[config.mk]
export PLATFORM = sky130hd
export DESIGN_NAME = cie_entry
export DESIGN_NICKNAME = d
export VERILOG_FILES = /design/src/rtl/cie_pkg.sv /design/src/rtl/cie_entry.sv /design/src/rtl/cie_sync.sv /design/src/rtl/cie_vector.sv
export SDC_FILE = /design/constraint.sdc
export NUM_CORES = 1
export LEC_CHECK = 0
export BUFFER_PORTS_ARGS = -buffer_cell sky130_fd_sc_hd__buf_2
export CAP_MARGIN = 20
export CORE_AREA = 2 2 183 185
export CTS_CLUSTER_DIAMETER = 150
export DETAILED_ROUTE_END_ITERATION = 10
export DIE_AREA = 0 0 185 187
export SYNTH_ARGS = -nofsm -noshare
export SYNTH_HDL_FRONTEND = slang
export SYNTH_SLANG_ARGS = --single-unit
[constraint.sdc]
create_clock -name sys_clk_i -period 2.75 [get_ports sys_clk_i]
set_input_delay 0.275 -clock sys_clk_i [delete_from_list [all_inputs] [get_ports sys_clk_i]]
set_output_delay 0.275 -clock sys_clk_i [all_outputs]
set_load 0.03 [all_outputs]
[src/rtl/cie_pkg.sv]
// Purpose: Shared constants and types for the core interrupt entry block.
// Assumes: Machine state and syndrome words use bit 0 as the least significant bit.
// Notes: Bit positions are the documented big-endian positions mirrored (31 - n).
// ============================================================================
// Overview of operation
// - Critical input taken only with critical enable set and nothing higher pending.
// - Critical entry saves next instruction address and machine state in critical pair.
// - Critical vector is prefix plus 0x000, or external offset with two zeros.
// - Critical entry clears debug enable unless extension on and control bit clear.
// - Recoverable bit cleared on critical and machine check entries.
// - Machine check taken when enabled and any source seen, vector offset 0x010.
// - Machine check entry saves address and state, clears enable, records sources.
// - Machine check entry clears debug enable per extension state and control bit.
// - Machine check source with enable clear enters checkstop instead.
// - External machine check pin ignored when the pin allow control masks it.
// - Handler fetch, buffered store or precise errors checkstop when enables clear.
// - Checkstop suspends processing until reset; status output high except while in debug.
// - Debug request in checkstop wakes, enters debug, then returns to checkstop.
// - Debug control can request reset out, even while checkstopped.
// - Non-maskable input ignores machine check enable, never checkstops, overwrites pair.
// - Bus error on load or store with external enable set takes data storage entry.
// - Data storage entry saves address and state, sets syndrome flags, vector 0x020.
// - Data storage entry clears listed state bits, keeps critical, check, debug, RI.
// - Any machine check syndrome bit set drives the machine check status output.
package cie_pkg;

  // ==========================================================================
  // Machine state bit positions
  localparam int MSR_USER_LOCK_ALLOW = 26;
  localparam int MSR_WE = 18;
  localparam int MSR_CE = 17;
  localparam int MSR_EE = 15;
  localparam int MSR_PR = 14;
  localparam int MSR_FP = 13;
  localparam int MSR_ME = 12;
  localparam int MSR_FE0 = 11;
  localparam int MSR_DE = 9;
  localparam int MSR_FE1 = 8;
  localparam int MSR_IS = 5;
  localparam int MSR_DS = 4;
  localparam int MSR_RI = 1;
  localparam logic [31:0] MSR_RESET = 32'h0000_0000;
  localparam logic [31:0] MSR_IMPL_MASK = 32'h0406_FB32;
  // Bits cleared on entry, one mask for each kind; debug enable is decided separately per kind.
  localparam logic [31:0] MSR_CLR_DSI = 32'h0404_E930;
  localparam logic [31:0] MSR_CLR_CRIT = 32'h0406_E932;
  localparam logic [31:0] MSR_CLR_MCHK = 32'h0406_F932;

  // ==========================================================================
  // Syndrome bit positions
  localparam int MACHINE_CHECK_SYNDROME_MCP = 31;
  localparam int MACHINE_CHECK_SYNDROME_EXCP = 27;
  localparam int MACHINE_CHECK_SYNDROME_NMI = 20;
  localparam int MACHINE_CHECK_SYNDROME_WRERR = 2;
  localparam int ESR_XTE = 0;
  localparam int ESR_ST = 23;
  localparam int ESR_VARLEN_INSN_FLAG = 5;

  // ==========================================================================
  // Vector offsets and pin synchroniser reset value
  localparam logic [11:0] OFS_CRIT = 12'h000;
  localparam logic [11:0] OFS_MCHK = 12'h010;
  localparam logic [11:0] OFS_DSI = 12'h020;
  localparam logic [1:0] OFS_PAD = 2'h0;
  localparam logic [13:0] PIN_SYNC_RESET = 14'h3C00;

  typedef enum logic [1:0] {
    KIND_NONE = 2'b00,
    KIND_CRIT = 2'b01,
    KIND_MCHK = 2'b10,
    KIND_DSI = 2'b11
  } cie_kind_t;

  typedef enum logic [1:0] {
    ST_RUN = 2'b00,
    ST_CHKSTOP = 2'b01,
    ST_WAKE = 2'b10,
    ST_DEBUG = 2'b11
  } cie_state_t;

  typedef struct packed {
    logic dbg_ext_enable;
    logic critical_clears_dbg;
    logic mchk_clears_dbg;
    logic mchk_pin_allow;
  } cie_impl_control_t;

  typedef struct packed {
    logic [31:0] pc;
    logic write;
    logic varlen;
  } cie_dsi_t;

endpackage : cie_pkg

[src/rtl/cie_entry.sv]
// Purpose: Interrupt entry for critical input, machine check, NMI and data storage.
// Assumes: Pipeline inputs and debug controls are on sys_clk_i; pins are asynchronous.
// Notes: Machine state may be rewritten by software through the write port.
`timescale 1ns/1ps
module cie_entry
(
  input wire logic sys_clk_i,
  input wire logic rst_n_i,
  input wire logic crit_irq_n_i,
  input wire logic avec_n_i,
  input wire logic [9:0] voffset_i,
  input wire logic mchk_n_i,
  input wire logic nmi_n_i,
  input wire logic handler_fetch_err_i,
  input wire logic buffered_store_err_i,
  input wire logic dbus_err_i,
  input cie_pkg::cie_dsi_t dbus_err_info_i,
  input wire logic higher_pri_pending_i,
  input wire logic [31:0] next_pc_i,
  input wire logic [31:0] cur_pc_i,
  input wire logic [19:0] vector_prefix_i,
  input cie_pkg::cie_impl_control_t impl_control_i,
  input wire logic msr_wr_en_i,
  input wire logic [31:0] msr_wr_data_i,
  input wire logic [31:0] machine_check_syndrome_clr_i,
  input wire logic dbg_req_i,
  input wire logic dbg_exit_i,
  input wire logic dbg_reset_req_i,
  output logic [31:0] machine_state_reg_o,
  output logic [31:0] critical_save_pc_o,
  output logic [31:0] critical_save_status_o,
  output logic [31:0] save_restore_pc_o,
  output logic [31:0] save_restore_status_o,
  output logic [31:0] exception_syndrome_o,
  output logic [31:0] machine_check_syndrome_o,
  output logic [31:0] vector_o,
  output logic redirect_o,
  output cie_pkg::cie_kind_t entry_kind_o,
  output logic crit_ack_o,
  output logic halt_o,
  output logic chkstop_o,
  output logic wakeup_o,
  output logic debug_mode_o,
  output logic mchk_status_o,
  output logic reset_out_n_o
);

  // ==========================================================================
  // Pin synchronisation
  logic [13:0] pins_sync;
  logic crit_req;
  logic avec_n_s;
  logic [9:0] voffset_s;
  logic mchk_pin;
  logic nmi_level;
  logic nmi_prev;
  logic nmi_pend;

  cie_sync #(.W(14), .RST(cie_pkg::PIN_SYNC_RESET)) u_sync (
    .sys_clk_i(sys_clk_i),
    .rst_n_i(rst_n_i),
    .d_i({crit_irq_n_i, avec_n_i, mchk_n_i, nmi_n_i, voffset_i}),
    .q_o(pins_sync)
  );

  assign crit_req = ~pins_sync[13];
  assign avec_n_s = pins_sync[12];
  assign voffset_s = pins_sync[9:0];
  // Vectored requesters must already hold avec high and the offset stable.
  assign mchk_pin = ~pins_sync[11] & impl_control_i.mchk_pin_allow;
  assign nmi_level = ~pins_sync[10];

  // ==========================================================================
  // Decode of pending work
  cie_pkg::cie_state_t state;
  cie_pkg::cie_state_t next_state;
  cie_pkg::cie_kind_t next_kind;
  logic run;
  logic [31:0] machine_state_reg;
  logic [31:0] mchk_src;
  logic stop_evt;
  logic dsi_pend;
  cie_pkg::cie_dsi_t dsi_info;
  logic [31:0] next_vector;

  assign run = (state == cie_pkg::ST_RUN);

  always_comb
  begin
    mchk_src = 32'h0000_0000;
    mchk_src[cie_pkg::MACHINE_CHECK_SYNDROME_MCP] = mchk_pin;
    mchk_src[cie_pkg::MACHINE_CHECK_SYNDROME_EXCP] = handler_fetch_err_i;
    mchk_src[cie_pkg::MACHINE_CHECK_SYNDROME_WRERR] = buffered_store_err_i;
  end

  // The NMI bit is kept apart so that it can never cause a checkstop.
  assign stop_evt = run & ~machine_state_reg[cie_pkg::MSR_ME]
    & ((|mchk_src) | (dbus_err_i & ~machine_state_reg[cie_pkg::MSR_EE]));

  always_comb
  begin
    next_kind = cie_pkg::KIND_NONE;
    if (run && !higher_pri_pending_i && !stop_evt)
    begin
      if (nmi_pend || (machine_state_reg[cie_pkg::MSR_ME] && (|mchk_src)))
        next_kind = cie_pkg::KIND_MCHK;
      else if (dsi_pend)
        next_kind = cie_pkg::KIND_DSI;
      else if (crit_req && machine_state_reg[cie_pkg::MSR_CE])
        next_kind = cie_pkg::KIND_CRIT;
    end
  end

  cie_vector u_vector (
    .prefix_i(vector_prefix_i),
    .kind_i(next_kind),
    .avec_n_i(avec_n_s),
    .voffset_i(voffset_s),
    .vector_o(next_vector)
  );

  // ==========================================================================
  // Event capture; a new event in the taking cycle is kept.
  always_ff @(posedge sys_clk_i or negedge rst_n_i)
  begin
    if (!rst_n_i)
    begin
      nmi_prev <= 1'b0;
      nmi_pend <= 1'b0;
    end
    else
    begin
      nmi_prev <= nmi_level;
      if (nmi_level && !nmi_prev)
        nmi_pend <= 1'b1;
      else if (next_kind == cie_pkg::KIND_MCHK)
        nmi_pend <= 1'b0;
    end
  end

  always_ff @(posedge sys_clk_i or negedge rst_n_i)
  begin
    if (!rst_n_i)
    begin
      dsi_pend <= 1'b0;
      dsi_info <= '0;
    end
    else if (run && dbus_err_i && machine_state_reg[cie_pkg::MSR_EE])
    begin
      dsi_pend <= 1'b1;
      dsi_info <= dbus_err_info_i;
    end
    else if (next_kind == cie_pkg::KIND_DSI)
      dsi_pend <= 1'b0;
  end

  // ==========================================================================
  // Machine state update
  always_ff @(posedge sys_clk_i or negedge rst_n_i)
  begin
    if (!rst_n_i)
      machine_state_reg <= cie_pkg::MSR_RESET;
    else
    begin
      case (next_kind)
        cie_pkg::KIND_CRIT:
        begin
          machine_state_reg <= machine_state_reg & ~cie_pkg::MSR_CLR_CRIT;
          if (!impl_control_i.dbg_ext_enable || impl_control_i.critical_clears_dbg)
            machine_state_reg[cie_pkg::MSR_DE] <= 1'b0;
        end
        cie_pkg::KIND_MCHK:
        begin
          machine_state_reg <= machine_state_reg & ~cie_pkg::MSR_CLR_MCHK;
          if (!impl_control_i.dbg_ext_enable || impl_control_i.mchk_clears_dbg)
            machine_state_reg[cie_pkg::MSR_DE] <= 1'b0;
        end
        cie_pkg::KIND_DSI: machine_state_reg <= machine_state_reg & ~cie_pkg::MSR_CLR_DSI;
        default:
        begin
          if (msr_wr_en_i)
            machine_state_reg <= msr_wr_data_i & cie_pkg::MSR_IMPL_MASK;
        end
      endcase
    end
  end

  // ==========================================================================
  // Save and restore pairs
  always_ff @(posedge sys_clk_i or negedge rst_n_i)
  begin
    if (!rst_n_i)
    begin
      critical_save_pc_o <= 32'h0000_0000;
      critical_save_status_o <= 32'h0000_0000;
    end
    else if (next_kind == cie_pkg::KIND_CRIT)
    begin
      critical_save_pc_o <= next_pc_i;
      critical_save_status_o <= machine_state_reg;
    end
    else if (next_kind == cie_pkg::KIND_MCHK)
    begin
      critical_save_pc_o <= cur_pc_i;
      critical_save_status_o <= machine_state_reg;
    end
  end

  always_ff @(posedge sys_clk_i or negedge rst_n_i)
  begin
    if (!rst_n_i)
    begin
      save_restore_pc_o <= 32'h0000_0000;
      save_restore_status_o <= 32'h0000_0000;
      exception_syndrome_o <= 32'h0000_0000;
    end
    else if (next_kind == cie_pkg::KIND_DSI)
    begin
      save_restore_pc_o <= dsi_info.pc;
      save_restore_status_o <= machine_state_reg;
      exception_syndrome_o <= 32'h0000_0000;
      exception_syndrome_o[cie_pkg::ESR_XTE] <= 1'b1;
      exception_syndrome_o[cie_pkg::ESR_ST] <= dsi_info.write;
      exception_syndrome_o[cie_pkg::ESR_VARLEN_INSN_FLAG] <= dsi_info.varlen;
    end
  end

  // ==========================================================================
  // Machine check syndrome; a new source wins over a software clear.
  logic [31:0] take_src;

  always_comb
  begin
    take_src = 32'h0000_0000;
    if (next_kind == cie_pkg::KIND_MCHK)
    begin
      take_src = mchk_src;
      take_src[cie_pkg::MACHINE_CHECK_SYNDROME_NMI] = nmi_pend;
    end
  end

  always_ff @(posedge sys_clk_i or negedge rst_n_i)
  begin
    if (!rst_n_i)
      machine_check_syndrome_o <= 32'h0000_0000;
    else
      machine_check_syndrome_o <= (machine_check_syndrome_o & ~machine_check_syndrome_clr_i) | take_src;
  end

  always_ff @(posedge sys_clk_i or negedge rst_n_i)
  begin
    if (!rst_n_i)
      mchk_status_o <= 1'b0;
    else
      mchk_status_o <= |machine_check_syndrome_o;
  end

  // ==========================================================================
  // Redirect to the handler
  always_ff @(posedge sys_clk_i or negedge rst_n_i)
  begin
    if (!rst_n_i)
    begin
      vector_o <= 32'h0000_0000;
      redirect_o <= 1'b0;
      entry_kind_o <= cie_pkg::KIND_NONE;
      crit_ack_o <= 1'b0;
    end
    else
    begin
      redirect_o <= (next_kind != cie_pkg::KIND_NONE);
      entry_kind_o <= next_kind;
      crit_ack_o <= (next_kind == cie_pkg::KIND_CRIT);
      if (next_kind != cie_pkg::KIND_NONE)
        vector_o <= next_vector;
    end
  end

  // ==========================================================================
  // Checkstop and debug escape; only reset leaves the checkstop family.
  always_comb
  begin
    next_state = state;
    case (state)
      cie_pkg::ST_RUN: if (stop_evt) next_state = cie_pkg::ST_CHKSTOP;
      cie_pkg::ST_CHKSTOP: if (dbg_req_i) next_state = cie_pkg::ST_WAKE;
      cie_pkg::ST_WAKE: next_state = cie_pkg::ST_DEBUG;
      cie_pkg::ST_DEBUG: if (dbg_exit_i) next_state = cie_pkg::ST_CHKSTOP;
      default: next_state = cie_pkg::ST_CHKSTOP;
    endcase
  end

  always_ff @(posedge sys_clk_i or negedge rst_n_i)
  begin
    if (!rst_n_i)
      state <= cie_pkg::ST_RUN;
    else
      state <= next_state;
  end

  always_ff @(posedge sys_clk_i or negedge rst_n_i)
  begin
    if (!rst_n_i)
      reset_out_n_o <= 1'b1;
    else
      reset_out_n_o <= ~dbg_reset_req_i;
  end

  assign machine_state_reg_o = machine_state_reg;
  assign halt_o = ~run;
  assign chkstop_o = (state == cie_pkg::ST_CHKSTOP) | (state == cie_pkg::ST_WAKE);
  assign wakeup_o = (state == cie_pkg::ST_WAKE);
  assign debug_mode_o = (state == cie_pkg::ST_DEBUG);
endmodule : cie_entry

[src/rtl/cie_sync.sv]
// Purpose: Two-stage synchroniser for asynchronous input pins.
// Assumes: Each bit is an independent level.
// Notes: The first stage feeds only the second stage.
`timescale 1ns/1ps
module cie_sync
#(
  parameter int W = 14,
  parameter logic [W-1:0] RST = '0
)
(
  input wire logic sys_clk_i,
  input wire logic rst_n_i,
  input wire logic [W-1:0] d_i,
  output logic [W-1:0] q_o
);

  logic [W-1:0] meta;

  always_ff @(posedge sys_clk_i or negedge rst_n_i)
  begin
    if (!rst_n_i)
    begin
      meta <= RST;
      q_o <= RST;
    end
    else
    begin
      meta <= d_i;
      q_o <= meta;
    end
  end

endmodule : cie_sync

[src/rtl/cie_vector.sv]
// Purpose: Forms the handler address for the entry kind being taken.
// Assumes: Offset select inputs are already synchronised.
// Notes: Purely combinational; the caller registers the result.
`timescale 1ns/1ps
module cie_vector
(
  input wire logic [19:0] prefix_i,
  input cie_pkg::cie_kind_t kind_i,
  input wire logic avec_n_i,
  input wire logic [9:0] voffset_i,
  output logic [31:0] vector_o
);

  always_comb
  begin
    case (kind_i)
      cie_pkg::KIND_CRIT:
      begin
        if (!avec_n_i)
          vector_o = {prefix_i, cie_pkg::OFS_CRIT};
        else
          vector_o = {prefix_i, voffset_i, cie_pkg::OFS_PAD};
      end
      cie_pkg::KIND_MCHK: vector_o = {prefix_i, cie_pkg::OFS_MCHK};
      cie_pkg::KIND_DSI: vector_o = {prefix_i, cie_pkg::OFS_DSI};
      default: vector_o = {prefix_i, cie_pkg::OFS_CRIT};
    endcase
  end

endmodule : cie_vector

Word-level counts from Yosys, hierarchy flattened
Index checks and enable logic that the tools add are counted.
{"block": "word_totals", "regBits": 300, "input_bits": 210, "output_inout_bits": 266, "wordCells": 108}
{"block": "classes", "n_eq_ne": 11, "muxes": 23, "bitwise_logic": 19, "n_reduce_logical": 29}
{"cell": "32-bit 2-to-1 mux", "n": 6}
{"cell": "32-bit case mux with 3 select lines", "n": 1}
{"cell": "12-bit case mux with 3 select lines", "n": 1}
{"cell": "32-bit AND", "n": 1}
{"cell": "32-bit inverter", "n": 1}
{"cell": "32-bit bitwise OR", "n": 1}
{"cell": "32-bit OR reduction", "n": 1}
{"cell": "12-bit 2-to-1 mux", "n": 1}
{"cell": "2-bit 2-to-1 mux", "n": 6}
{"cell": "1-bit inverter", "n": 10}
{"cell": "2-bit nonzero test", "n": 5}
{"cell": "2-bit == test (second input constant)", "n": 4}
{"cell": "2-bit case mux with 4 select lines", "n": 1}
{"cell": "4-bit AND reduction", "n": 2}
{"cell": "1-bit logical AND", "n": 7}
{"cell": "1-bit 2-to-1 mux", "n": 7}
{"cell": "2-bit != test (second input constant)", "n": 3}
{"cell": "3-bit AND reduction", "n": 2}
{"cell": "1-bit AND", "n": 4}
{"cell": "2-bit by 1-bit == test with 1-bit output (second input constant)", "n": 2}
{"cell": "1-bit zero test", "n": 4}
{"cell": "2-bit by 1-bit != test with 1-bit output (second input constant)", "n": 2}
{"cell": "4-bit nonzero test", "n": 1}
{"cell": "1-bit logical OR", "n": 3}
{"cell": "5 further kinds", "n": 6}

Longest topological paths before layout
Gate-level depths: netlist of run 1.
{"block": "depth", "depth_word": 11, "mapped_depth": 14, "mapped_depth_nobuf": 13}

Modules after synthesis
From an unflattened synthesis of run 1, not the netlist that was laid out.
{"block": "unflattened", "cells_unflattened": 759, "area_unflattened_um2": 10007.1}
{"module": "cie_entry", "n_inst": 1, "cells_each": 694, "area_each_um2": 9036.2}
{"module": "cie_sync", "n_inst": 1, "cells_each": 28, "area_each_um2": 710.7}
{"module": "cie_vector", "n_inst": 1, "cells_each": 37, "area_each_um2": 260.2}

Least setup slack after synthesis of run 1
No wires, ideal clock.
{"block": "synth_timing", "path_type": "flip-flop to flip-flop", "startpoint": "reg state[0]", "endpoint": "reg critical_save_pc_o[0]", "setup_ns": 0.137, "arrival_ns": 2.525, "required_time_ns": 2.613, "path_slack_ns": 0.088, "path_stages_with_launch": 12, "n_path_buf": 3, "synth_period_minus_slack_ns": 2.662, "cell_sequence": "dfrtp_1 -> inv_1 -> ha_1 -> inv_1 -> nor3_4 -> o21ai_0 -> a21o_1 -> ha_1 -> clkbuf_1 -> clkbuf_1 -> buf_1 -> a21oi_1"}
{"block": "synth_between", "elab_chain_len": 8}
{"element": "start: declaration", "line": "cie_entry.sv:75", "text": "cie_pkg::cie_state_t state;"}
{"element": "start signal: assignment", "line": "cie_entry.sv:296", "text": "state <= cie_pkg::ST_RUN;"}
{"element": "start signal: assignment", "line": "cie_entry.sv:298", "text": "state <= next_state;"}
{"element": "2-bit zero test *", "line": "cie_entry.sv:86", "text": "assign run = (state == cie_pkg::ST_RUN);"}
{"element": "1-bit AND", "line": "cie_entry.sv:97", "text": "assign stop_evt = run & ~machine_state_reg[cie_pkg::MSR_ME]"}
{"element": "1-bit AND", "line": "cie_entry.sv:98", "text": "& ((|mchk_src) | (dbus_err_i & ~machine_state_reg[cie_pkg::MSR_EE]));"}
{"element": "1-bit zero test", "line": "cie_entry.sv:103", "text": "if (run && !higher_pri_pending_i && !stop_evt)"}
{"element": "1-bit logical AND *", "line": "cie_entry.sv:103"}
{"element": "2-bit 2-to-1 mux *", "line": "cie_entry.sv:103"}
{"element": "2-bit by 1-bit == test with 1-bit output or 2-bit == test (tied branches)", "line": "cie_entry.sv:197, cie_entry.sv:202"}
{"element": "32-bit 2-to-1 mux or 2-bit nonzero test (tied branches)"}
{"element": "end signal: assignment", "line": "cie_entry.sv:199", "text": "critical_save_pc_o <= next_pc_i;"}
{"element": "end signal: assignment", "line": "cie_entry.sv:204", "text": "critical_save_pc_o <= cur_pc_i;"}
{"element": "end: declaration", "line": "cie_entry.sv:30", "text": "output logic [31:0] critical_save_pc_o,"}
Every way passes the cells marked *; elsewhere a longest branch is shown, timed or not.
A chain may end at the register's enable or synchronous reset.

Final worst setup path of run 1
{"block": "layout_timing", "startpoint": "reg state[0]", "endpoint": "reg machine_state_reg[17], in the netlist machine_state_reg_o[17]"}
{"block": "layout_between", "elab_chain_len": 9}
{"element": "2-bit zero test *", "line": "cie_entry.sv:86"}
{"element": "1-bit AND", "line": "cie_entry.sv:97"}
{"element": "1-bit AND", "line": "cie_entry.sv:98"}
{"element": "1-bit zero test", "line": "cie_entry.sv:103"}
{"element": "1-bit logical AND *", "line": "cie_entry.sv:103"}
{"element": "2-bit 2-to-1 mux *", "line": "cie_entry.sv:103"}
{"element": "net next_kind[0]", "line": "cie_entry.sv:77", "text": "cie_pkg::cie_kind_t next_kind;"}
{"element": "2-bit == test or 2-bit by 1-bit == test with 1-bit output (tied branches)", "line": "cie_entry.sv:165", "text": "case (next_kind)"}
{"element": "3-bit nonzero test (no source line) or 1-bit inverter (tied branches)"}
{"element": "2-bit AND reduction (no source line)"}
{"element": "end signal: assignment", "line": "cie_entry.sv:162", "text": "machine_state_reg <= cie_pkg::MSR_RESET;"}
{"element": "end signal: assignment", "line": "cie_entry.sv:168", "text": "machine_state_reg <= machine_state_reg & ~cie_pkg::MSR_CLR_CRIT;"}
{"element": "end signal: assignment", "line": "cie_entry.sv:174", "text": "machine_state_reg <= machine_state_reg & ~cie_pkg::MSR_CLR_MCHK;"}
{"element": "end: declaration", "line": "cie_entry.sv:79", "text": "logic [31:0] machine_state_reg;"}
The timed path passes the listed nets; every way through them passes the cells marked *. The select of a mux whose other input is x is not followed.

==> impl_results.rst, run 1 <==
.. list-table::
   :header-rows: 1

   * - Metric
     - Value
   * - Outcome
     - completed
   * - Via-to-Cell Ratio
     - 4.06
   * - Clock period minus final worst setup slack
     - 2.57 ns
   * - Top cells by count, synth
     - dfrtp_1 (232), mux2_2 (114), buf_4 (88)
   * - Min-delay src
     - cur_pc_i[6]
   * - Fraction of final layout cells with drive strength greater than 1
     - 44.4%
   * - Net total in the final layout
     - 1470
   * - CTS buffer count
     - 27
   * - RSZ-0062 raised after global routing
     - no
   * - Clock insertion delay at the later pin of the skew report
     - 0.55 ns
   * - Overall fraction of global-route tracks in use
     - 14.1%
   * - Die area
     - 0.0346 sq mm
   * - Pleak
     - 7.22 nW
   * - Power per unit of standard cell area
     - 842 mW/mm^2
   * - Sequential cell area in the final layout
     - 0.00604 sq mm
   * - Worst vdd ir
     - 0.870 mV
   * - Pins over their slew limit
     - 0
   * - Worst R2R Start
     - state[0]$_DFFE_PN0P_
   * - Depth of the most critical reg-to-reg path
     - 12
   * - Cell variety after synth
     - 36
   * - Area growth, synth to finish
     - 43.4%
   * - Yosys Warn Count
     - 0
   * - Post-CTS clock slew at the launch and capture registers of the worst setup and hold paths
     - 0.06 ns
   * - Cell type with the largest total area after synthesis
     - dfrtp_1
   * - Final hold violations
     - 0
   * - Final weighted congestion of routability-driven global placement
     - 0.765
   * - CTS tree
     - built
   * - Antenna violations before repair
     - 4
   * - Slack of the worst reg-to-reg path
     - 0.18 ns
   * - Startpoint type of the worst setup path
     - flop
   * - Post-placement setup slack
     - 0.0366 ns
   * - Portion of the post-synthesis area used by sequential elements
     - 61.9%
   * - Post-synthesis instance area
     - 0.00976 sq mm
   * - Crit share post-route
     - 93.4%
   * - Endpoints failing setup
     - 0
   * - Floorplan Core Area
     - 0.0329 sq mm
   * - Synthesized netlist cell count
     - 751
   * - Endpoint type of the worst setup path
     - flop
   * - Number of stages on the worst hold path
     - 3
   * - Pin count of the biggest net entering global routing
     - 65
   * - Required time at the worst-slack endpoint
     - 3.22 ns
   * - Max Fclk
     - 389 MHz
   * - Area taken by multi-input logic gates
     - 0.00318 sq mm
   * - Count of nets left with antenna violations after detail routing
     - 0
   * - Detailed Place HPWL
     - 18400 um
   * - Worst Hold Endpoint
     - critical_save_pc_o[6]$_DFFE_PN0P_
   * - Global-route wire length before repair
     - 38700 um
   * - Fraction of synthesized cell area taken by the top area cell type
     - 59.5%
   * - Measured slew at the worst slew-check pin
     - 0.641 ns
   * - Level count of the clock H-tree
     - 1
   * - Number of buffers on the longest clock path
     - 3
   * - Number of top-level design ports
     - 476
   * - FP Rows
     - 67
   * - Per-cell routed wire length
     - 15.0 um
   * - Largest driver fanout on the critical path
     - 4
   * - Filler Cell Count
     - 3132
   * - Wire length after detailed routing
     - 25800 um
   * - Sum of overflow across all layers after global routing
     - 0
   * - Clock tree sinks
     - 241
   * - Crit Path Class
     - flop to flop
   * - Synth Area per Inst
     - 13.0 sq um
   * - Starting utilization of the core area
     - 29.7%
   * - Critical register-to-register path endpoint
     - machine_state_reg_o[17]$_DFFE_PN0P_
   * - Remaining routing DRC violations
     - 0
   * - Ys flop type
     - dfrtp_1
   * - Proportion of synthesized flip-flops having asynchronous set or reset
     - 100%
   * - Buffers on Ports
     - 368
   * - Root Driver
     - clkbuf_16
   * - Slew headroom
     - 56.9%
   * - Tightest Hold Check Type
     - input port to flop
   * - Chip width
     - 185 um
   * - Final worst-path setup slack
     - 0.182 ns
   * - First-pass iteration count of the detailed router
     - 4
   * - Data arrival, critical path
     - 3.04 ns
   * - Setup Total Neg Slack
     - 0 ns
   * - Total vias in the final route
     - 6990
   * - Total of max-cap violations
     - 0
   * - Most numerous cell in the Yosys netlist
     - dfrtp_1
   * - Via count of the first global-routing pass
     - 7016
   * - Largest clock skew in the final design
     - 0.0163 ns
   * - Die Y
     - 187 um
   * - Post-synth EDFFs
     - 0
   * - Synthesis-stage register bit count
     - 241
   * - Violation count after the first detailed-routing iteration
     - 151
   * - Cell types with the largest area share after synthesis
     - dfrtp_1 (60%), mux2_2 (13%), buf_4 (6.8%)
logic make-up (layout without fill, tap and decap cells):
kind of cell | after synthesis | count (layout) | share of synthesized area (%)
mux | 151 | 151 | 17.0
other cells | 1 | 90 | 0.0384
compound gates | 70 | 70 | 3.90
buf+inv | 142 | 576 | 9.12
flops | 241 | 241 | 61.9
fa+ha+maj | 9 | 9 | 1.15
simple gates | 137 | 137 | 6.90
state kept, by name, indices dropped and copies added (netlist names), 2 cells and up:
register	count
state	2
vector_o	30
dsi_info	34
u_sync.q_o	14
critical_save_status_o	13
entry_kind_o	2
save_restore_status_o	13
machine_check_syndrome_o	32
u_sync.meta	14
critical_save_pc_o	32
save_restore_pc_o	32
exception_syndrome_o	3
machine_state_reg_o	13
report_power, final:
part,switching (W),internal [W],leakage (nW),total (W)
Sequential,0.000418,0.00437,3.05,0.00479
Combinational,0.00220,0.00122,3.73,0.00342
Clock,0.00145,0.00212,0.445,0.00358
placed cells by master, fill, tap and decap left out, drive strengths merged, types with 3 or more instances in the layout:
| cell type | instances |
|---|---|
| a21oi | 34 |
| nor2 | 36 |
| o22ai | 3 |
| nand2 | 45 |
| nand3 | 4 |
| o21ai | 28 |
| mux2 | 115 |
| buf | 385 |
| clkbuf | 41 |
| a31oi | 3 |
| nor4 | 9 |
| clkinv | 6 |
| dfstp | 9 |
| nor3 | 3 |
| ha | 9 |
| dlygate4sd3 | 117 |
| inv | 25 |
| mux2i | 36 |
| dfrtp | 232 |
| conb | 88 |
| nor2b | 29 |
| nand4 | 3 |
worst max-delay path by stage:
stage,slack (ns),to,startpoint
after floorplan,0.09,critical_save_pc_o[0]$_DFFE_PN0P_,state[0]$_DFFE_PN0P_
after global placement,0.15,machine_state_reg_o[8]$_DFFE_PN0P_,state[0]$_DFFE_PN0P_
after detailed placement,0.04,machine_state_reg_o[26]$_DFFE_PN0P_,state[0]$_DFFE_PN0P_
after CTS,0.04,machine_state_reg_o[26]$_DFFE_PN0P_,state[0]$_DFFE_PN0P_
after global routing,0.02,machine_state_reg_o[17]$_DFFE_PN0P_,state[1]$_DFFE_PN0P_
final,0.18,machine_state_reg_o[17]$_DFFE_PN0P_,state[0]$_DFFE_PN0P_
per-stage QoR:
stage | hold slack, ns | area, sq um | total power, W | cells | util (%)
2_1_floorplan | -0.0206 | 10100 | 0.00711 | 838 | -
3_3_place_gp | 0.229 | 11900 | 0.00807 | 1553 | 36.2
3_5_place_dp | 0.231 | 11900 | 0.00815 | 1553 | 36.2
4_1_cts | 0.00133 | 14000 | 0.0119 | 1720 | 42.5
5_1_grt | 0.0218 | 14000 | 0.0124 | 1721 | 42.6
6_report | 0.0328 | 14000 | 0.0118 | 1722 | 42.6
worst max-delay path, cell delays in order, from the launching register on:
cell	delay [ns]
dfrtp_1	0.41
inv_1	0.10
ha_1	0.19
inv_1	0.13
nor4_2	0.28
and3_1	0.20
inv_1	0.10
ha_1	0.26
nor2_2	0.17
inv_1	0.10
a41o_1	0.23
nand2_1	0.13
mux2i_1	0.19
metal layers:
| layer | up-vias | global-route usage (%) | share of wire [%] |
|---|---|---|---|
| met1 | 3323 | 17.4 | 41 |
| met5 | - | 0 | 0.043 |
| met3 | 38 | 4.17 | 8.0 |
| met4 | 2 | 3.69 | 2.4 |
| li1 | 3354 | - | - |
| met2 | 273 | 24.2 | 48 |
area by class of cell:
class / count / area share, %
Tap cell: 448 / 4.01
Timing Repair Buffer: 502 / 23.0
Antenna cell: 2 / 0.0358
Sequential cell: 241 / 43.2
Clock inverter: 9 / 0.626
Clock buffer: 41 / 5.78
Multi-Input combinational cell: 455 / 22.7
Inverter: 24 / 0.644
repair_timing:
action / 4_1_cts / 5_1_grt
buffers inserted: 0 / 0
hold buffers: 117 / 0
endpoints found under the hold margin: 167 / 0
endpoints found under the setup margin: 0 / 32
gates resized for setup: 0 / 5
Note: power is estimated with default switching activity, not from simulation.
==> inputs of run 2 (changes only) <==
Settings changed: PLACE_DENSITY set to 0.53.
==> run 2 against run 1 <==
Against the previous run: routed wire length up 4.6%; worst setup slack better by 0.010 ns; via count up 1.3%; fmax up 0.39%; first-iteration DRC count up 6.6%; register-to-register slack about the same; sequential power about the same; sequential share of layout area down 0.33 points.
==> impl_results.rst, run 2 (synthesis gave the netlist of run 1 again) <==
.. list-table::
   :header-rows: 1

   * - Metric
     - Value
   * - Most frequent standard cell in the layout excluding fill and tap cells
     - buf_2
   * - Share of power burned in the clock network
     - 31.1% (+0.8 points)
   * - Die area
     - 0.0346 sq mm (unchanged)
   * - Number of standard cells in the final layout excluding fillers
     - 1729 (+0.41%)
   * - Part of the total power dissipated in sequential elements
     - 40.1% (-0.5 points)
   * - Setup Total Neg Slack
     - 0 ns (unchanged)
   * - Pin count of the biggest net entering global routing
     - 83 (+28%)
   * - Floorplan Core Area
     - 0.0329 sq mm (unchanged)
   * - Detailed Place HPWL
     - 19300 um (+5.2%)
   * - Fraction of final layout cells with drive strength greater than 1
     - 44.3% (-0.13 points)
   * - Final weighted congestion of routability-driven global placement
     - 0.742 (-3.1%)
   * - Final hold violations
     - 0 (unchanged)
   * - Startpoint type of the worst setup path
     - flop
   * - Endpoints failing setup
     - 0 (unchanged)
   * - Instance count after placement with tap cells included
     - 1555 (+0.13%)
   * - Wire length after detailed routing
     - 27000 um (+4.6%)
   * - Starting utilization of the core area
     - 29.7% (unchanged)
   * - Per-cell routed wire length
     - 15.6 um (+4.1%)
   * - Level count of the clock H-tree
     - 1 (unchanged)
   * - Pleak
     - 7.26 nW (+0.57%)
   * - CTS tree
     - built
   * - Post-CTS repair timing setup buffer count
     - 0 (unchanged)
   * - Buffers on Ports
     - 368 (unchanged)
   * - Post-CTS clock slew at the launch and capture registers of the worst setup and hold paths
     - 0.06 ns (about the same)
   * - Violation count after the first detailed-routing iteration
     - 161 (+6.6%)
   * - Clock period minus final worst setup slack
     - 2.56 ns (-0.0100 ns)
   * - Measured slew at the worst slew-check pin
     - 0.663 ns (+0.0219 ns)
   * - Root Driver
     - clkbuf_16
   * - Overall fraction of global-route tracks in use
     - 15.0% (+0.87 points)
   * - Cell-internal power
     - 0.00786 W (+1.9%)
   * - Area growth, synth to finish
     - 44.5%
   * - CTS buffer count
     - 28 (+3.7%)
   * - Share of total power consumed by net switching
     - 34.1% (-0.49 points)
   * - Largest clock skew in the final design
     - 0.0133 ns (-0.00303 ns)
   * - Clock tree sinks
     - 241 (unchanged)
   * - Number of buffers on the longest clock path
     - 3 (unchanged)
   * - Via-to-Cell Ratio
     - 4.09 (+0.85%)
   * - Largest driver fanout on the critical path
     - 42 (+38)
   * - Combinational share of power
     - 28.8% (-0.2 points)
   * - Endpoint type of the worst setup path
     - flop
   * - Number of top-level design ports
     - 476 (unchanged)
   * - Required time at the worst-slack endpoint
     - 3.22 ns (about the same)
   * - Commonest cells after routing, fill and taps aside
     - buf_2 (367), dfrtp_1 (232), dlygate4sd3_1 (119)
   * - Chip width
     - 185 um (unchanged)
   * - Count of nets left with antenna violations after detail routing
     - 0 (unchanged)
   * - Switching power
     - 0.00407 W (-0.28%)
   * - Via count of the first global-routing pass
     - 7320 (+4.3%)
   * - Remaining routing DRC violations
     - 0 (unchanged)
   * - Power per unit of standard cell area
     - 845 mW/mm^2 (+0.37%)
   * - Total vias in the final route
     - 7078 (+1.3%)
   * - Clock insertion delay at the later pin of the skew report
     - 0.54 ns (about the same)
   * - Sum of overflow across all layers after global routing
     - 0 (unchanged)
   * - First-pass iteration count of the detailed router
     - 4 (unchanged)
   * - FP Rows
     - 67 (unchanged)
   * - Number of flip-flops in the largest register
     - 34 (unchanged)
   * - Net total in the final layout
     - 1475 (+0.34%)
   * - Most flop-heavy register
     - dsi_info
   * - Die Y
     - 187 um (unchanged)
   * - Crit Path Class
     - flop to flop
   * - Worst vdd ir
     - 0.487 mV (-44%)
   * - Pins over their slew limit
     - 0 (unchanged)
   * - Outcome
     - completed
   * - Total of max-cap violations
     - 0 (unchanged)
   * - Data arrival, critical path
     - 3.02 ns (-0.02 ns)
   * - Antenna violations before repair
     - 6 (+2)
   * - Slew headroom
     - 55.8% (-1.1 points)
   * - Tightest Hold Check Type
     - input port to flop
   * - RSZ-0062 raised after global routing
     - no
   * - Crit share post-route
     - 93.0% (-0.36 points)
   * - Max Fclk
     - 391 MHz (+0.39%)
   * - Global-route wire length before repair
     - 40600 um (+4.9%)
[run 2: cell types whose count changed in the layout (fill, tap and decap cells not counted), moves of 2 or more]
| cell | before | now |
|---|---|---|
| clkinv_2 | 6 | 2 |
| buf_12 | 5 | 8 |
| clkbuf_1 | 6 | 9 |
| clkbuf_16 | 27 | 29 |
| dlygate4sd3_1 | 117 | 119 |
[run 2: area by class of cell]
type	count	area [sq um]
diodes	3	7.51
clock buffers	47	883
clock inverters	5	56.3
fillers	3144	18800
inverters	24	90.1
multi-input cells	455	3170
flip-flops and latches	241	6040
well taps	448	561
repair buffers	506	3290
[run 2: power groups by stage]
stage / sequential [W] / combinational [W] / clock, W
floorplan: 0.00586 / 0.00125 / 0
finish: 0.00478 / 0.00343 / 0.00370
CTS: 0.00479 / 0.00347 / 0.00384
global placement: 0.00481 / 0.00329 / 0
global route: 0.00489 / 0.00371 / 0.00398
detailed placement: 0.00485 / 0.00333 / 0
[run 2: path summary, 6_finish.rpt]
check	startpoint	to	cells past startpoint	slack [ns]
setup / recovery	state[0]$_DFFE_PN0P_	critical_save_pc_o[20]$_DFFE_PN0P_	11	0.19
hold / removal	cur_pc_i[4]	critical_save_pc_o[4]$_DFFE_PN0P_	3	0.03
setup reg to reg	state[0]$_DFFE_PN0P_	critical_save_pc_o[20]$_DFFE_PN0P_	11	0.19
hold reg to reg	u_sync.meta[8]$_DFF_PN0_	u_sync.q_o[8]$_DFF_PN0_	0	0.34
max in group asynchronous	rst_n_i	vector_o[21]$_DFFE_PN0P_	3	1.65
min in group asynchronous	rst_n_i	exception_syndrome_o[0]$_DFFE_PN0P_	2	0.35
[run 2: layer usage]
| layer | share of wire, % | GRT usage, % | wire length, um |
|---|---|---|---|
| met2 | 48 | 25.9 | 13000 |
| met5 | 0.11 | 0 | 29 |
| met4 | 1.9 | 3.66 | 505 |
| met3 | 9.3 | 5.18 | 2500 |
| met1 | 41 | 17.9 | 11000 |
[run 2: stage by stage]
stage          utilization [%]  hold slack (ns)  cell area, sq um  total power (W)  setup slack, ns
6_report                  42.9           0.0321             14100           0.0119            0.192
5_1_grt                   42.9           0.0185             14100           0.0126          0.00292
4_1_cts                   42.8         0.000230             14100           0.0121            0.104
3_5_place_dp              36.4            0.335             11900          0.00817            0.108
3_3_place_gp              36.4            0.334             11900          0.00810            0.190
2_1_floorplan                -          -0.0206             10100          0.00711           0.0882
[run 2: timing repair]
| item | in CTS | in global routing |
|---|---|---|
| hold buffers | 119 | 0 |
| setup endpoints to repair | 0 | 29 |
| resized for setup | 0 | 4 |
| endpoints found under the hold margin | 193 | 0 |
[run 2: critical path, cell delays in order, from the launching register on]
cell and delay (ns):
dfrtp_1 0.41, inv_1 0.09, ha_1 0.18, inv_1 0.12, nor4_2 0.30, and3_1 0.23, inv_1 0.09, ha_2 0.34
buf_12 0.24, buf_12 0.23, nor2_1 0.06, a21oi_1 0.12
==> inputs of run 3 (changes only) <==
Settings changed: CORE_AREA 2 2 183 185 to 2 2 185 187, DIE_AREA 0 0 185 187 to 0 0 187 189, PLACE_DENSITY 0.53 to 0.54.
Clock period 2.75 ns to 2.05 ns, I/O delays scaled along.
==> run 3 against run 2 <==
Against the previous run: the run now ends with negative setup slack left; die area up 2.2%; sequential power rose by 36%; non-clock buffer count up 110; final area up 12%; combinational power grew 52%; sequential cell count did not move; worst setup slack lost 0.38 ns; fmax up 14%; critical endpoint is now save_restore_pc_o[21]$_DFFE_PN0P_.
==> impl_results.rst, run 3 (synthesis gave the netlist of run 1 again) <==
.. list-table::
   :header-rows: 1

   * - Metric
     - Value
   * - Outcome
     - complete, but fails checks
   * - Violations in the final reports
     - negative setup slack
   * - Count of nets left with antenna violations after detail routing
     - 0 (unchanged)
   * - Pins over their slew limit
     - 0 (unchanged)
   * - Share of power burned in the clock network
     - 28.5% (-2.6 points)
   * - Pin count of the biggest net entering global routing
     - 56 (-33%)
   * - CTS tree
     - built
   * - Endpoints failing setup
     - 110 (+110)
   * - Number of standard cells in the final layout excluding fillers
     - 1831 (+5.9%)
   * - Global-route wire length before repair
     - 45900 um (+13%)
   * - Setup Total Neg Slack
     - -11.61 ns (-11.61 ns)
   * - Worst vdd ir
     - 0.661 mV (+36%)
   * - Overall fraction of global-route tracks in use
     - 16.3% (+1.3 points)
   * - Post-placement setup slack
     - -0.284 ns (-0.392 ns)
   * - Cell area after layout
     - 0.0158 sq mm (+12%)
   * - Area growth, synth to finish
     - 61.7%
   * - Switching power
     - 0.00568 W (+40%)
   * - Clock tree sinks
     - 241 (unchanged)
   * - Share of total power consumed by net switching
     - 34.7% (+0.56 points)
   * - Final hold violations
     - 0 (unchanged)
   * - Clock period minus final worst setup slack
     - 2.24 ns (-0.315 ns)
   * - Pleak
     - 7.92 nW (+9.1%)
   * - Total of max-cap violations
     - 0 (unchanged)
   * - Combinational share of power
     - 31.8% (+3.0 points)
   * - Crit share post-route
     - 109% (+16 points)
   * - Number of buffers on the longest clock path
     - 3 (unchanged)
   * - Instance area after placement
     - 0.0123 sq mm (+3.2%)
   * - Most flop-heavy register
     - dsi_info
   * - Tightest Hold Check Type
     - input port to flop
   * - Number of flip-flops in the largest register
     - 34 (unchanged)
   * - Remaining routing DRC violations
     - 0 (unchanged)
   * - Required time at the worst-slack endpoint
     - 2.46 ns (-0.76 ns)
   * - Detailed Place HPWL
     - 19400 um (+0.40%)
   * - Filler Cell Count
     - 3019 (-4.0%)
   * - Max Fclk
     - 446 MHz (+14%)
   * - Die Y
     - 189 um (+1.1%)
   * - Die area
     - 0.0353 sq mm (+2.2%)
   * - Largest driver fanout on the critical path
     - 8 (-81%)
   * - FP Rows
     - 67 (unchanged)
   * - Final weighted congestion of routability-driven global placement
     - 0.805 (+8.6%)
   * - Floorplan Core Area
     - 0.0333 sq mm (+1.3%)
   * - RSZ-0062 raised after global routing
     - yes
   * - Part of the total power dissipated in sequential elements
     - 39.7% (-0.4 points)
   * - Startpoint type of the worst setup path
     - flop
   * - Buffers on Ports
     - 368 (unchanged)
   * - First-pass iteration count of the detailed router
     - 4 (unchanged)
   * - Via count of the first global-routing pass
     - 8210 (+12%)
   * - Chip width
     - 187 um (+1.1%)
   * - Clock insertion delay at the later pin of the skew report
     - 0.54 ns (about the same)
   * - Starting utilization of the core area
     - 29.3% (-0.37 points)
   * - Total vias in the final route
     - 7658 (+8.2%)
   * - Per-cell routed wire length
     - 16.5 um (+5.9%)
   * - Data arrival, critical path
     - 2.65 ns (-0.37 ns)
   * - Antenna violations before repair
     - 0 (-6)
   * - Cell-internal power
     - 0.0107 W (+36%)
   * - Violation count after the first detailed-routing iteration
     - 195 (+21%)
   * - Endpoint type of the worst setup path
     - flop
   * - Largest clock skew in the final design
     - 0.0229 ns (+0.00968 ns)
   * - Number of antenna diodes
     - 0 (-3)
   * - Most frequent standard cell in the layout excluding fill and tap cells
     - buf_2
   * - Final worst-path setup slack
     - -0.192 ns (-0.385 ns)
   * - Power per unit of standard cell area
     - 1040 mW/mm^2 (+23%)
   * - Via-to-Cell Ratio
     - 4.18 (+2.2%)
   * - Level count of the clock H-tree
     - 1 (unchanged)
   * - Net total in the final layout
     - 1584 (+7.4%)
   * - Post-CTS clock slew at the launch and capture registers of the worst setup and hold paths
     - 0.07 ns (about the same)
   * - Instance count after placement with tap cells included
     - 1583 (+1.8%)
   * - Crit Path Class
     - flop to flop
   * - Commonest cells after routing, fill and taps aside
     - buf_2 (367), dfrtp_1 (230), dlygate4sd3_1 (180)
   * - Root Driver
     - clkbuf_16
   * - Number of top-level design ports
     - 476 (unchanged)
   * - CTS buffer count
     - 27 (-3.6%)
   * - Wire length after detailed routing
     - 30200 um (+12%)
   * - Fraction of final layout cells with drive strength greater than 1
     - 47.7% (+3.4 points)
   * - Sum of overflow across all layers after global routing
     - 0 (unchanged)
run 3: cell count changes in the layout (fill, tap and decap cells not counted), moves of 7 or more:
cell,previous run,this run
o21ai_2,0,9
nand2_1,44,34
a21oi_1,34,26
nor2_1,35,28
buf_12,8,18
mux2_2,114,54
o21ai_0,19,8
a21oi_2,0,8
mux2_4,0,60
buf_4,10,34
nand2_2,1,11
dlygate4sd3_1,119,180
run 3: worst paths after layout:
check	from	end	slack, ns	cells after the start
max	state[1]$_DFFE_PN0P_	save_restore_pc_o[21]$_DFFE_PN0P_	-0.19	12
max reg2reg	state[1]$_DFFE_PN0P_	save_restore_pc_o[21]$_DFFE_PN0P_	-0.19	12
max in group asynchronous	rst_n_i	u_sync.q_o[11]$_DFF_PN1_	1.19	3
min in group asynchronous	rst_n_i	critical_save_pc_o[18]$_DFFE_PN0P_	0.18	2
min	next_pc_i[2]	critical_save_pc_o[2]$_DFFE_PN0P_	0.04	3
min reg2reg	u_sync.meta[0]$_DFF_PN0_	u_sync.q_o[0]$_DFF_PN0_	0.34	0
run 3: layer usage:
layer  wire length [um]  global-route usage (%)  vias up  share of wire [%]
met5                  0                       0        -                  0
met4                748                    5.01        0                2.5
met3               1870                    3.15       49                6.2
met2              15200                    29.1      309                 50
met1              12400                    20.0     3715                 41
li1                   -                       -     3585                  -
run 3: stage by stage:
step,power [W],hold slack [ns],util (%)
2_1_floorplan,0.00967,-0.0906,-
3_3_place_gp,0.0111,0.158,37.1
3_5_place_dp,0.0112,0.165,37.1
4_1_cts,0.0164,0.000467,46.6
5_1_grt,0.0172,0.0275,47.4
6_report,0.0164,0.0362,47.4
run 3: area by class of cell:
type	instances	area [sq um]	area share, %
tap	448	561	3.55
multi-input combinational	455	3620	23.0
clock inverter	5	56.3	0.357
timing repair buffer	616	4600	29.2
sequential	241	6040	38.3
clock buffer	42	792	5.02
inverter	24	97.6	0.619
run 3: critical path: stages, from the launching register on:
cell	delay, ns
dfrtp_1	0.40
inv_2	0.08
ha_4	0.14
inv_4	0.05
nor3_4	0.20
o21ai_2	0.08
a21o_4	0.22
inv_4	0.07
ha_4	0.17
buf_12	0.14
buf_12	0.11
buf_16	0.13
mux2_4	0.30
run 3: power by group through the flow:
stage | sequential, W | combinational [W] | clock, W
after global placement | 0.00649 | 0.00463 | 0
after floorplan | 0.00787 | 0.00180 | 0
after detailed placement | 0.00649 | 0.00471 | 0
final | 0.00651 | 0.00521 | 0.00468
after global routing | 0.00664 | 0.00554 | 0.00505
after CTS | 0.00647 | 0.00507 | 0.00485
run 3: timing repair:
| item | 4_1_cts | 5_1_grt |
|---|---|---|
| pin swaps | 4 | 11 |
| gates resized for setup | 74 | 40 |
| hold buffers | 179 | 1 |
| buffers inserted | 11 | 2 |
| hold endpoints to repair | 232 | 1 |
| cloned | 5 | 5 |
| endpoints found under the setup margin | 139 | 137 |
